**src/logic/region_protect_regs.vh**
```
`ifndef REGION_PROTECT_REGS_VH
`define REGION_PROTECT_REGS_VH

// Register byte offsets
`define OFF_REGION_NUMBER        8'h00
`define OFF_BASE_PRIMARY         8'h04
`define OFF_ATTR_PRIMARY         8'h08
`define OFF_BASE_ALIAS_ONE       8'h0c
`define OFF_ATTR_ALIAS_ONE       8'h10
`define OFF_BASE_ALIAS_TWO       8'h14
`define OFF_ATTR_ALIAS_TWO       8'h18
`define OFF_BASE_ALIAS_THREE     8'h1c
`define OFF_ATTR_ALIAS_THREE     8'h20
`define OFF_REGION_CHECK         8'h24
`define OFF_REGION_STATUS        8'h28

// Base register fields
`define BASE_REGION_MSB          3
`define BASE_VALID_BIT           4
`define BASE_ADDR_MIN_BIT        5
`define BASE_STORE_MASK          32'hffffffe0

// Attribute/size register fields
`define ATTR_ENABLE_BIT          0
`define ATTR_SIZE_LSB            1
`define ATTR_SIZE_MSB            5
`define ATTR_SRD_LSB             8
`define ATTR_SRD_MSB             15
`define ATTR_B_BIT               16
`define ATTR_C_BIT               17
`define ATTR_S_BIT               18
`define ATTR_TEX_LSB             19
`define ATTR_TEX_MSB             21
`define ATTR_AP_LSB              24
`define ATTR_AP_MSB              26
`define ATTR_XN_BIT              28
`define ATTR_WRITE_MASK          32'h173fff3f

// Size encodings
`define SIZE_FULL_MAP            5'h1f
`define SIZE_MIN_LEGAL           5'h04
`define SIZE_NO_SUBREGION        5'h06

// Bus responses
`define RESP_OKAY                2'h0
`define RESP_SLVERR              2'h2

`endif

```
**src/logic/region_match.v**
```verilog
`timescale 1ns/10ps
`include "region_protect_regs.vh"

// Decodes one region's size and checks an address against it
module region_match (
   // Region descriptor
   input wire [31:0] base,
   input wire [31:0] attr,
   // Query
   input wire [31:0] addr,
   input wire fetch,
   // Result
   output reg hit,
   output reg allow_fetch,
   output reg [31:0] base_mask,
   output reg [5:0] size_log2
);
   reg [4:0] size;
   reg [7:0] subregion_disable;
   reg [2:0] sub_idx;
   reg [31:0] low_mask;
   reg [31:0] sub_shift;

   // Size is 2^(SIZE+1); full map forces base zero
   always @* begin
      size = attr[`ATTR_SIZE_MSB:`ATTR_SIZE_LSB];
      subregion_disable = attr[`ATTR_SRD_MSB:`ATTR_SRD_LSB];
      size_log2 = {1'b0, size} + 6'h01;
      low_mask = (size == `SIZE_FULL_MAP) ? 32'hffffffff : ((32'h00000002 << size) - 32'h00000001);
      base_mask = ~low_mask;
      // Subregion is the top three offset bits inside the region
      sub_idx = 3'h0;
      sub_shift = 32'h00000000;
      if (size >= `SIZE_NO_SUBREGION) begin
         // Eight equal subregions, so each spans 2^(SIZE-2) bytes
         sub_shift = addr >> (size - 5'h02);
         sub_idx = sub_shift[2:0];
      end
      hit = attr[`ATTR_ENABLE_BIT] && ((addr & base_mask) == (base & base_mask));
      if (size > `SIZE_NO_SUBREGION && subregion_disable[sub_idx])
         hit = 1'b0;
      allow_fetch = !(hit && fetch && attr[`ATTR_XN_BIT]);
   end
endmodule // region_match

```
**src/logic/region_protect_alias_regs.v**
```verilog
// Local design decisions: the AXI4-Lite interface to the registers and the placing of the registers.
`timescale 1ns/10ps
`include "region_protect_regs.vh"

// Summary of operation
// Region size in bytes equals two to the power of size field plus one.
// Software never programs a size field below four, thirty-two bytes.
// A full-map size covers everything from base zero; base field ignored.
// Base field spans bit 31 down to log2 of the region size.
// Software writes a base that is a multiple of the region size.
// Region start always lies on a boundary equal to its size.
// Base write with select-valid clear updates current region, index ignored.
// Base write with select-valid set loads region number then updates that base.
// Select-valid bit always reads zero.
// Region index field reads back the current region number.
// Every base alias describes the region chosen by the region number.
// Every attribute alias holds size, attributes, enables for chosen region.
// Attribute register takes word and half-word writes via strobes.
// Execute-never set blocks instruction fetches from the region.
// A set subregion-disable bit disables that subregion.
// Software writes zero subregion-disable for regions of 128 bytes or less.
// Region enable bit puts the region and enabled subregions in effect.
// Base: index 3..0, valid bit 4; attribute field layout as defined.
// All alias pairs act exactly like the primary pair on shared storage.
module region_protect_alias_regs #(
   parameter REGIONS = 8,
   parameter IDX_W = 3
) (
   // Clock and reset
   input wire core_clk,
   input wire resetn,
   // AXI4-Lite write address
   input wire [7:0] s_axi_awaddr,
   input wire s_axi_awvalid,
   output reg s_axi_awready,
   // AXI4-Lite write data
   input wire [31:0] s_axi_wdata,
   input wire [3:0] s_axi_wstrb,
   input wire s_axi_wvalid,
   output reg s_axi_wready,
   // AXI4-Lite write response
   output reg [1:0] s_axi_bresp,
   output reg s_axi_bvalid,
   input wire s_axi_bready,
   // AXI4-Lite read address
   input wire [7:0] s_axi_araddr,
   input wire s_axi_arvalid,
   output reg s_axi_arready,
   // AXI4-Lite read data
   output reg [31:0] s_axi_rdata,
   output reg [1:0] s_axi_rresp,
   output reg s_axi_rvalid,
   input wire s_axi_rready
);
   // Region storage shared by every alias pair
   reg [31:0] base_mem [0:REGIONS-1];
   reg [31:0] attr_mem [0:REGIONS-1];
   reg [IDX_W-1:0] region_number_reg;
   reg [31:0] check_addr_reg;
   reg check_fetch_reg;
   reg [7:0] awaddr_reg;
   reg aw_held_reg;
   reg [31:0] wdata_reg;
   reg [3:0] wstrb_reg;
   reg w_held_reg;
   integer i;

   wire [31:0] cur_base = base_mem[region_number_reg];
   wire [31:0] cur_attr = attr_mem[region_number_reg];
   wire cur_hit;
   wire cur_fetch_ok;
   wire [31:0] cur_mask;
   wire [5:0] cur_log2;

   // Address check of the selected region, visible in the status register
   region_match u_match (
      .base(cur_base),
      .attr(cur_attr),
      .addr(check_addr_reg),
      .fetch(check_fetch_reg),
      .hit(cur_hit),
      .allow_fetch(cur_fetch_ok),
      .base_mask(cur_mask),
      .size_log2(cur_log2)
   );

   // Strobe expansion to a bit mask
   function [31:0] lane_mask;
      input [3:0] strb;
      begin
         lane_mask = {{8{strb[3]}}, {8{strb[2]}}, {8{strb[1]}}, {8{strb[0]}}};
      end
   endfunction

   wire is_base_off = (awaddr_reg == `OFF_BASE_PRIMARY) || (awaddr_reg == `OFF_BASE_ALIAS_ONE) ||
      (awaddr_reg == `OFF_BASE_ALIAS_TWO) || (awaddr_reg == `OFF_BASE_ALIAS_THREE);
   wire is_attr_off = (awaddr_reg == `OFF_ATTR_PRIMARY) || (awaddr_reg == `OFF_ATTR_ALIAS_ONE) ||
      (awaddr_reg == `OFF_ATTR_ALIAS_TWO) || (awaddr_reg == `OFF_ATTR_ALIAS_THREE);
   wire wr_known = is_base_off || is_attr_off || (awaddr_reg == `OFF_REGION_NUMBER) ||
      (awaddr_reg == `OFF_REGION_CHECK) || (awaddr_reg == `OFF_REGION_STATUS);
   wire do_write = aw_held_reg && w_held_reg && !s_axi_bvalid;
   wire [31:0] wmask = lane_mask(wstrb_reg);

   // Target region of a base write: written index when select-valid is set
   wire sel_valid = wdata_reg[`BASE_VALID_BIT] && wstrb_reg[0];
   wire [IDX_W-1:0] base_target = sel_valid ? wdata_reg[IDX_W-1:0] : region_number_reg;

   // Write channel: address and data taken in either order, response after both
   always @(posedge core_clk) begin
      if (!resetn) begin
         s_axi_awready <= 1'b1;
         s_axi_wready <= 1'b1;
         s_axi_bvalid <= 1'b0;
         s_axi_bresp <= `RESP_OKAY;
         aw_held_reg <= 1'b0;
         w_held_reg <= 1'b0;
         awaddr_reg <= 8'h00;
         wdata_reg <= 32'h00000000;
         wstrb_reg <= 4'h0;
      end else begin
         if (s_axi_awvalid && s_axi_awready) begin
            awaddr_reg <= s_axi_awaddr;
            aw_held_reg <= 1'b1;
            s_axi_awready <= 1'b0;
         end
         if (s_axi_wvalid && s_axi_wready) begin
            wdata_reg <= s_axi_wdata;
            wstrb_reg <= s_axi_wstrb;
            w_held_reg <= 1'b1;
            s_axi_wready <= 1'b0;
         end
         if (do_write) begin
            s_axi_bvalid <= 1'b1;
            s_axi_bresp <= wr_known ? `RESP_OKAY : `RESP_SLVERR;
            aw_held_reg <= 1'b0;
            w_held_reg <= 1'b0;
         end
         if (s_axi_bvalid && s_axi_bready) begin
            s_axi_bvalid <= 1'b0;
            s_axi_awready <= 1'b1;
            s_axi_wready <= 1'b1;
         end
      end
   end

   // Region storage and selection updates
   always @(posedge core_clk) begin
      if (!resetn) begin
         region_number_reg <= {IDX_W{1'b0}};
         check_addr_reg <= 32'h00000000;
         check_fetch_reg <= 1'b0;
         for (i = 0; i < REGIONS; i = i + 1) begin
            base_mem[i] <= 32'h00000000;
            attr_mem[i] <= 32'h00000000;
         end
      end else if (do_write) begin
         if (is_base_off) begin
            if (sel_valid)
               region_number_reg <= wdata_reg[IDX_W-1:0];
            // Only the address bits are stored; valid and index live elsewhere
            base_mem[base_target] <= (base_mem[base_target] & ~wmask) |
               (wdata_reg & wmask & `BASE_STORE_MASK);
         end
         if (is_attr_off)
            attr_mem[region_number_reg] <= (attr_mem[region_number_reg] & ~(wmask & `ATTR_WRITE_MASK)) |
               (wdata_reg & wmask & `ATTR_WRITE_MASK);
         if (awaddr_reg == `OFF_REGION_NUMBER && wstrb_reg[0])
            region_number_reg <= wdata_reg[IDX_W-1:0];
         if (awaddr_reg == `OFF_REGION_CHECK) begin
            check_addr_reg <= (check_addr_reg & ~wmask) | (wdata_reg & wmask);
         end
         if (awaddr_reg == `OFF_REGION_STATUS && wstrb_reg[0])
            check_fetch_reg <= wdata_reg[0];
      end
   end

   // Base read: address bits above N, valid reads zero, index is region number
   wire [31:0] base_view = (cur_attr[`ATTR_SIZE_MSB:`ATTR_SIZE_LSB] == `SIZE_FULL_MAP) ?
      {28'h0000000, 1'b0, 3'h0} : (cur_base & cur_mask);
   wire [31:0] base_rd = base_view | {{(32-IDX_W){1'b0}}, region_number_reg};

   // Read decode
   reg [31:0] rd_val;
   reg rd_ok;
   always @* begin
      rd_val = 32'h00000000;
      rd_ok = 1'b1;
      case (s_axi_araddr)
         `OFF_REGION_NUMBER: rd_val = {{(32-IDX_W){1'b0}}, region_number_reg};
         `OFF_BASE_PRIMARY, `OFF_BASE_ALIAS_ONE,
         `OFF_BASE_ALIAS_TWO, `OFF_BASE_ALIAS_THREE: rd_val = base_rd;
         `OFF_ATTR_PRIMARY, `OFF_ATTR_ALIAS_ONE,
         `OFF_ATTR_ALIAS_TWO, `OFF_ATTR_ALIAS_THREE: rd_val = cur_attr;
         `OFF_REGION_CHECK: rd_val = check_addr_reg;
         `OFF_REGION_STATUS: rd_val = {16'h0000, 2'h0, cur_log2, 5'h00, cur_fetch_ok, cur_hit, check_fetch_reg};
         default: rd_ok = 1'b0;
      endcase
   end

   // Read channel: one cycle after the address is taken
   always @(posedge core_clk) begin
      if (!resetn) begin
         s_axi_arready <= 1'b1;
         s_axi_rvalid <= 1'b0;
         s_axi_rdata <= 32'h00000000;
         s_axi_rresp <= `RESP_OKAY;
      end else begin
         if (s_axi_arvalid && s_axi_arready) begin
            s_axi_arready <= 1'b0;
            s_axi_rvalid <= 1'b1;
            s_axi_rdata <= rd_val;
            s_axi_rresp <= rd_ok ? `RESP_OKAY : `RESP_SLVERR;
         end
         if (s_axi_rvalid && s_axi_rready) begin
            s_axi_rvalid <= 1'b0;
            s_axi_arready <= 1'b1;
         end
      end
   end
endmodule // region_protect_alias_regs

```
**config.mk**
```make
export PLATFORM = sky130hd
export DESIGN_NAME = region_protect_alias_regs
export DESIGN_NICKNAME = d
export VERILOG_FILES = /design/src/logic/region_match.v /design/src/logic/region_protect_alias_regs.v
export VERILOG_INCLUDE_DIRS = /design/src /design/src/logic
export SDC_FILE = /design/constraint.sdc
export NUM_CORES = 1
export LEC_CHECK = 0
export BUFFER_PORTS_ARGS = -buffer_cell sky130_fd_sc_hd__buf_4
export CORE_MARGIN = 4
export CORE_UTILIZATION = 55
export CTS_BUF_LIST = sky130_fd_sc_hd__clkbuf_8
export CTS_CLUSTER_DIAMETER = 120
export DETAILED_ROUTE_END_ITERATION = 8
export PLACE_DENSITY = 0.72
export REMOVE_ABC_BUFFERS = 1
export SLEW_MARGIN = 20
export SYNTH_ARGS = -nofsm -noshare
export SYNTH_HDL_FRONTEND = slang
export SYNTH_SLANG_ARGS = --single-unit
```
**constraint.sdc**
```tcl
create_clock -name core_clk -period 6 [get_ports core_clk]
set_input_delay 0.3 -clock core_clk [delete_from_list [all_inputs] [get_ports core_clk]]
set_output_delay 0.3 -clock core_clk [all_outputs]
set_load 0.05 [all_outputs]
```
==> metrics.yaml, run 1 <==
syn_to_final_growth_pct: 13.3
power_mw: 9.47
final_antenna_net_count: 0
ys_top_cells_by_count: "edfxtp_1, nand2_1, nor2_1, and2_1, clkbuf_1"
syn_area_um2: 32500
layout_setup_ws_ps: 753
fin_skew_ps: 46.8
core-area_um2: 58100
regMostFlops: "attr_mem"
clock-sinks: 628
cts_setup_buffers: 0
antenna_found_initial: 1
synth_cell_types: 79
ys_seq_elements: 628
drv_slew: 0
finalHoldViolCount: 0
r2r_cells: 17
crit_required_ps: 6640
cap_violations: 0
path_max_fanout: 18
start_util: 0.560
final_util: 0.634
power_leakage_nw: 12.8
rsz0062_at_grt: "no"
crit_path_end_kind: "register"
max_freq_ghz: 0.191
finalWeightedCongestion: 1.04
dpl.hpwl_um: 68200
largestRegisters: "attr_mem x256, base_mem x248"
syn_inst: 2926
vdd_drop_max_uv: 222
cts_root_buffer: "clkbuf_8"
yosys.area.top_type_share: 0.465
cts.reportedPaths.clkPinSlew_ps: 80
final_layout_size_suffix_gt1_frac: 0.167
cts_resized: 0
finalCritPeriodShare: 0.874
clockBufferDepth: 3
vias: 25447
synthFlopType: "edfxtp_1"
final_nets: 3133
synthArstFlopShare: 0
hold_depth: 5
hp-class: "primary input to register"
worst_slew_pin_slew_ps: 1170
postCtsHoldBufs: 62
grtUsageTotal: 0.335
die-height_um: 251
synth_edf_count: 504
slew_headroom: 0.197
first_pass_iters: 6
numCtsBuffers: 101
clk_latency_ps: 750
min_period_ps: 5250
setup-violations-final: 0
synth_area_per_cell_um2: 11.1
fp.dieW_um: 251
outcome: "finished clean"
largest_register_ffs: 256
synth_area_leaders: "edfxtp_1, mux4_2, dfxtp_1"
cts_tree: "built"
port_buffers: 97
preCtsSetupSlack_ps: 846
cp-start-kind: "register"
path_class: "register to register"
rows: 88
grt_pass1_wl_um: 160000
remaining_drc_errors: 0
wire_per_inst_um: 27.3
ys_seq_area_frac: 0.541
drt_wl_total_um: 107000
via_per_inst: 6.50
ys.warnings.count: 0
dieArea_um2: 63100
htreeDepth: 3
power_density_nw_per_um2: 257
drtIter0Drc: 3144
grt_max_degree: 90
crit_arrival_ps: 5890
io_pins: 100
antennaDiodeCount: 0
grt-ovfl-total: 0
final.setup.tns_ps: 0
grt_pass1_vias: 25760
yosys.area.top_type: "edfxtp_1"
synth_most_common_cell: "edfxtp_1"
==> placed cells by master, fill, tap and decap left out, drive strengths merged, types with 77 or more instances in the layout <==
cell type  instances
edfxtp           504
mux2i            105
a21boi            86
nand2            411
mux4             125
buf              196
clkbuf           121
and2             184
nand3            106
dfxtp            124
nor2             328
nor2b            128
inv               77
==> stage by stage <==
stage / instance area [µm²] / instances / hold WS (ps)
after floorplan: 31600 / 2704 / 372
after detailed placement: 34100 / 3665 / 462
after global placement: 34100 / 3665 / 454
final: 36900 / 3917 / 126
after CTS: 36900 / 3917 / 90.3
after global routing: 36900 / 3917 / 127
==> metal layers <==
metal | GRT usage | wire (µm) | vias to the layer above
li1 | - | - | 10983
met1 | 0.442 | 40400 | 12543
met2 | 0.543 | 50500 | 1587
met3 | 0.0715 | 11200 | 334
met4 | 0.141 | 4980 | 0
met5 | 0 | 0 | -
==> logic make-up (layout without fill, tap and decap cells) <==
kind of cell | Yosys count | count (layout) | synth area share
XOR/XNOR | 37 | 37 | 0.00996
other | 1 | 2 | 0.000115
adder cells (fa/ha/maj) | 9 | 9 | 0.00346
flip-flops | 628 | 628 | 0.541
buffers and inverters | 259 | 484 | 0.0333
multiplexers | 258 | 258 | 0.129
AO/OA/AOI/OAI | 439 | 439 | 0.0961
AND/OR/NAND/NOR | 1295 | 1295 | 0.187
==> path summary, 6_finish.rpt <==
path	start	endpoint	slack [ps]
min	s_axi_araddr[3]	s_axi_rdata[1]	130
max	register	s_axi_rdata[2]	750
min reg2reg	awaddr_reg[1]	awaddr_reg[1]	470
max reg2reg	register	s_axi_rdata[2]	750
==> worst max-delay path, cell delays in order (launching register included) <==
cell	delay, ps
dfxtp_4	570
mux2i_1	250
mux4_2	520
inv_2	90
ha_1	220
ha_1	280
nor2_1	230
nand2_1	150
a21oi_1	440
buf_4	210
a311o_1	220
xor2_1	230
o32a_1	180
a2bb2oi_1	150
nand4_1	140
or4_1	510
or4_1	570
a2bb2oi_1	180
==> power by group <==
part           total, mW  switching [mW]  internal, mW  leakage [nW]
registers           4.91          0.0794          4.83          6.21
clock network       3.86            1.79          2.06          1.23
logic              0.710           0.461         0.249          5.35
total               9.47            2.33          7.14          12.8
==> layout make-up <==
cell class	instances	area, µm²
Inverter	36	136
Clock buffer	121	1670
Clock inverter	69	467
Multi-Input combinational cell	2040	13900
Timing Repair Buffer	258	2100
Fill cell	4575	21200
Tap cell	765	957
Sequential cell	628	17600
Power figures use the tool's default switching activity.
==> inputs of run 2 (changes only) <==
Settings changed: SYNTH_HIERARCHICAL set to 1.
==> run 2 against run 1 <==
Net effect: hold slack better by 15 ps; clock power down 8.3%; total power down 2.6%; via count down 3.3%; non-clock buffer count down 18; register-to-register slack worse by 40 ps; fmax down 0.75%.
==> metrics.yaml, run 2 <==
rows: 89  # +1.1%
numCtsBuffers: 103  # +2.0%
drv_slew: 0  # unchanged
top_layer_used: "met4"
clockBufferDepth: 3  # unchanged
vias: 24595  # -3.3%
die-height_um: 253  # +0.88%
syn_to_final_growth_pct: 11.4
syn_area_um2: 33100  # +1.8%
crit_path_end_kind: "register"
cap_violations: 0  # unchanged
path_max_fanout: 13  # -5
max_freq_ghz: 0.189  # -0.75%
antennaDiodeCount: 0  # unchanged
cts_tree: "built"
fin_skew_ps: 27.2  # -19.6 ps
finalHoldViolCount: 0  # unchanged
start_util: 0.558  # -0.00149
remaining_drc_errors: 0  # unchanged
fp.dieW_um: 253  # +0.88%
crit_arrival_ps: 5880  # about the same
wl_met3_um: 12100  # +8.1%
crit_slowest_cell: "mux4_2"
htreeDepth: 3  # unchanged
io_pins: 100  # unchanged
cts_root_buffer: "clkbuf_8"
grt_pass1_vias: 24728  # -4.0%
largestRegisters: "attr_mem x256, base_mem x256"
worst_slew_pin_slew_ps: 1090  # -85.2 ps
final_layout_size_suffix_gt1_frac: 0.230  # +0.0624
cts.reportedPaths.clkPinSlew_ps: 60  # -20 ps
drtIter0Drc: 2748  # -13%
ys.warnings.count: 6  # +6
drt_wl_total_um: 107000  # -0.37%
route.met2.wl_um: 50600  # +0.22%
final_nets: 2954  # -5.7%
final_antenna_net_count: 0  # unchanged
antenna_found_initial: 0  # -1
final.setup.tns_ps: 0  # unchanged
setup-violations-final: 0  # unchanged
clk_latency_ps: 720  # -30 ps
wire_per_inst_um: 28.5  # +4.1%
via_per_inst: 6.56  # +1.0%
cts_resized: 0  # unchanged
first_pass_iters: 6  # unchanged
clock-sinks: 636  # +1.3%
finalWeightedCongestion: 1.04  # -0.13%
power_leakage_nw: 13.3  # +3.9%
core-area_um2: 59400  # +2.1%
syn_inst: 2753  # -5.9%
final_area_um2: 36900  # about the same
power_density_nw_per_um2: 250  # -2.7%
final_util: 0.622  # -0.0124
cp-start-kind: "register"
vdd_drop_max_uv: 204  # -8.2%
grtUsageTotal: 0.329  # -0.00560
path_cells: "buf_4 -> mux4_2 -> mux2i_1 -> inv_1 -> inv_1 -> buf_4 -> nand3_1 -> ha_1 -> nor2b_1 -> a21o_1 -> and4_1 -> and3_1 -> a311oi_1 -> o211ai_1 -> nor3_2 -> nand4_1 -> a22oi_1 -> o221a_2 -> a21oi_1"
outcome: "finished clean"
finalCritPeriodShare: 0.881  # +0.00657
dpl.hpwl_um: 67800  # -0.59%
power_mw: 9.23  # -2.6%
layout_common_cells: "edfxtp_1, nor2_1, nand2_1"
max_stage_delay_ps: 530  # -40 ps
hp-class: "primary input to register"
path_class: "register to register"
min_period_ps: 5290  # +39.4 ps
crit_required_ps: 6590  # -50 ps
fin_hold_ws_ps: 141  # +15.1 ps
grt_max_degree: 91  # +1.1%
place_area_um2: 34400  # +0.77%
slew_headroom: 0.256  # +0.0584
grt_pass1_wl_um: 157000  # -1.9%
port_buffers: 97  # unchanged
synth_area_per_cell_um2: 12.0  # +8.2%
rsz0062_at_grt: "no"
dieArea_um2: 64200  # +1.8%
final_common_cell: "edfxtp_1"
grt-ovfl-total: 0  # unchanged
wl_met1_um: 39800  # -1.5%
run 2: layout make-up:
type	instances	area, µm²
inverter	23	87.6
fill	4580	22400
multi-input combinational	1881	14100
clock buffer	112	1540
sequential	636	17900
timing repair buffer	240	1960
tap	773	967
clock inverter	83	392
run 2: report_power, final:
group | switching (mW) | internal [mW]
combinational | 0.457 | 0.258
clock | 1.76 | 1.77
sequential | 0.0865 | 4.89
total | 2.31 | 6.92
run 2: timing repair:
| action | CTS | global route |
|---|---|---|
| buffers inserted | 0 | 0 |
| endpoints found under the setup margin | 0 | 0 |
| hold buffers | 57 | 0 |
| hold endpoints to repair | 51 | 0 |
run 2: worst paths after layout:
| kind | startpoint | to | slack [ps] | cells past startpoint |
|---|---|---|---|---|
| hold / removal | resetn | s_axi_rdata[0] | 140 | 3 |
| setup / recovery | register | s_axi_rdata[2] | 710 | 19 |
| setup reg to reg | register | s_axi_rdata[2] | 710 | 19 |
| hold reg to reg | awaddr_reg[1] | awaddr_reg[1] | 460 | 2 |
run 2: metrics by stage:
step,setup WS [ps],instances
CTS,700,3747
global route,319,3748
finish,714,3748
global placement,723,3495
floorplan,-4200,2540
detailed placement,700,3495
run 2: worst max-delay path, delay by kind of cell, from the launching register on:
family          cells  cell delay, ps
buf+inv             4             870
simple gates        6            1310
mux                 2             970
fa+ha+maj           1             300
compound gates      6            1340
flops               1             370
run 2: layer usage:
metal | vias up | global-route usage
li1 | 10586 | -
met1 | 12206 | 0.434
met2 | 1513 | 0.534
met3 | 290 | 0.0786
met4 | 0 | 0.127
met5 | - | 0
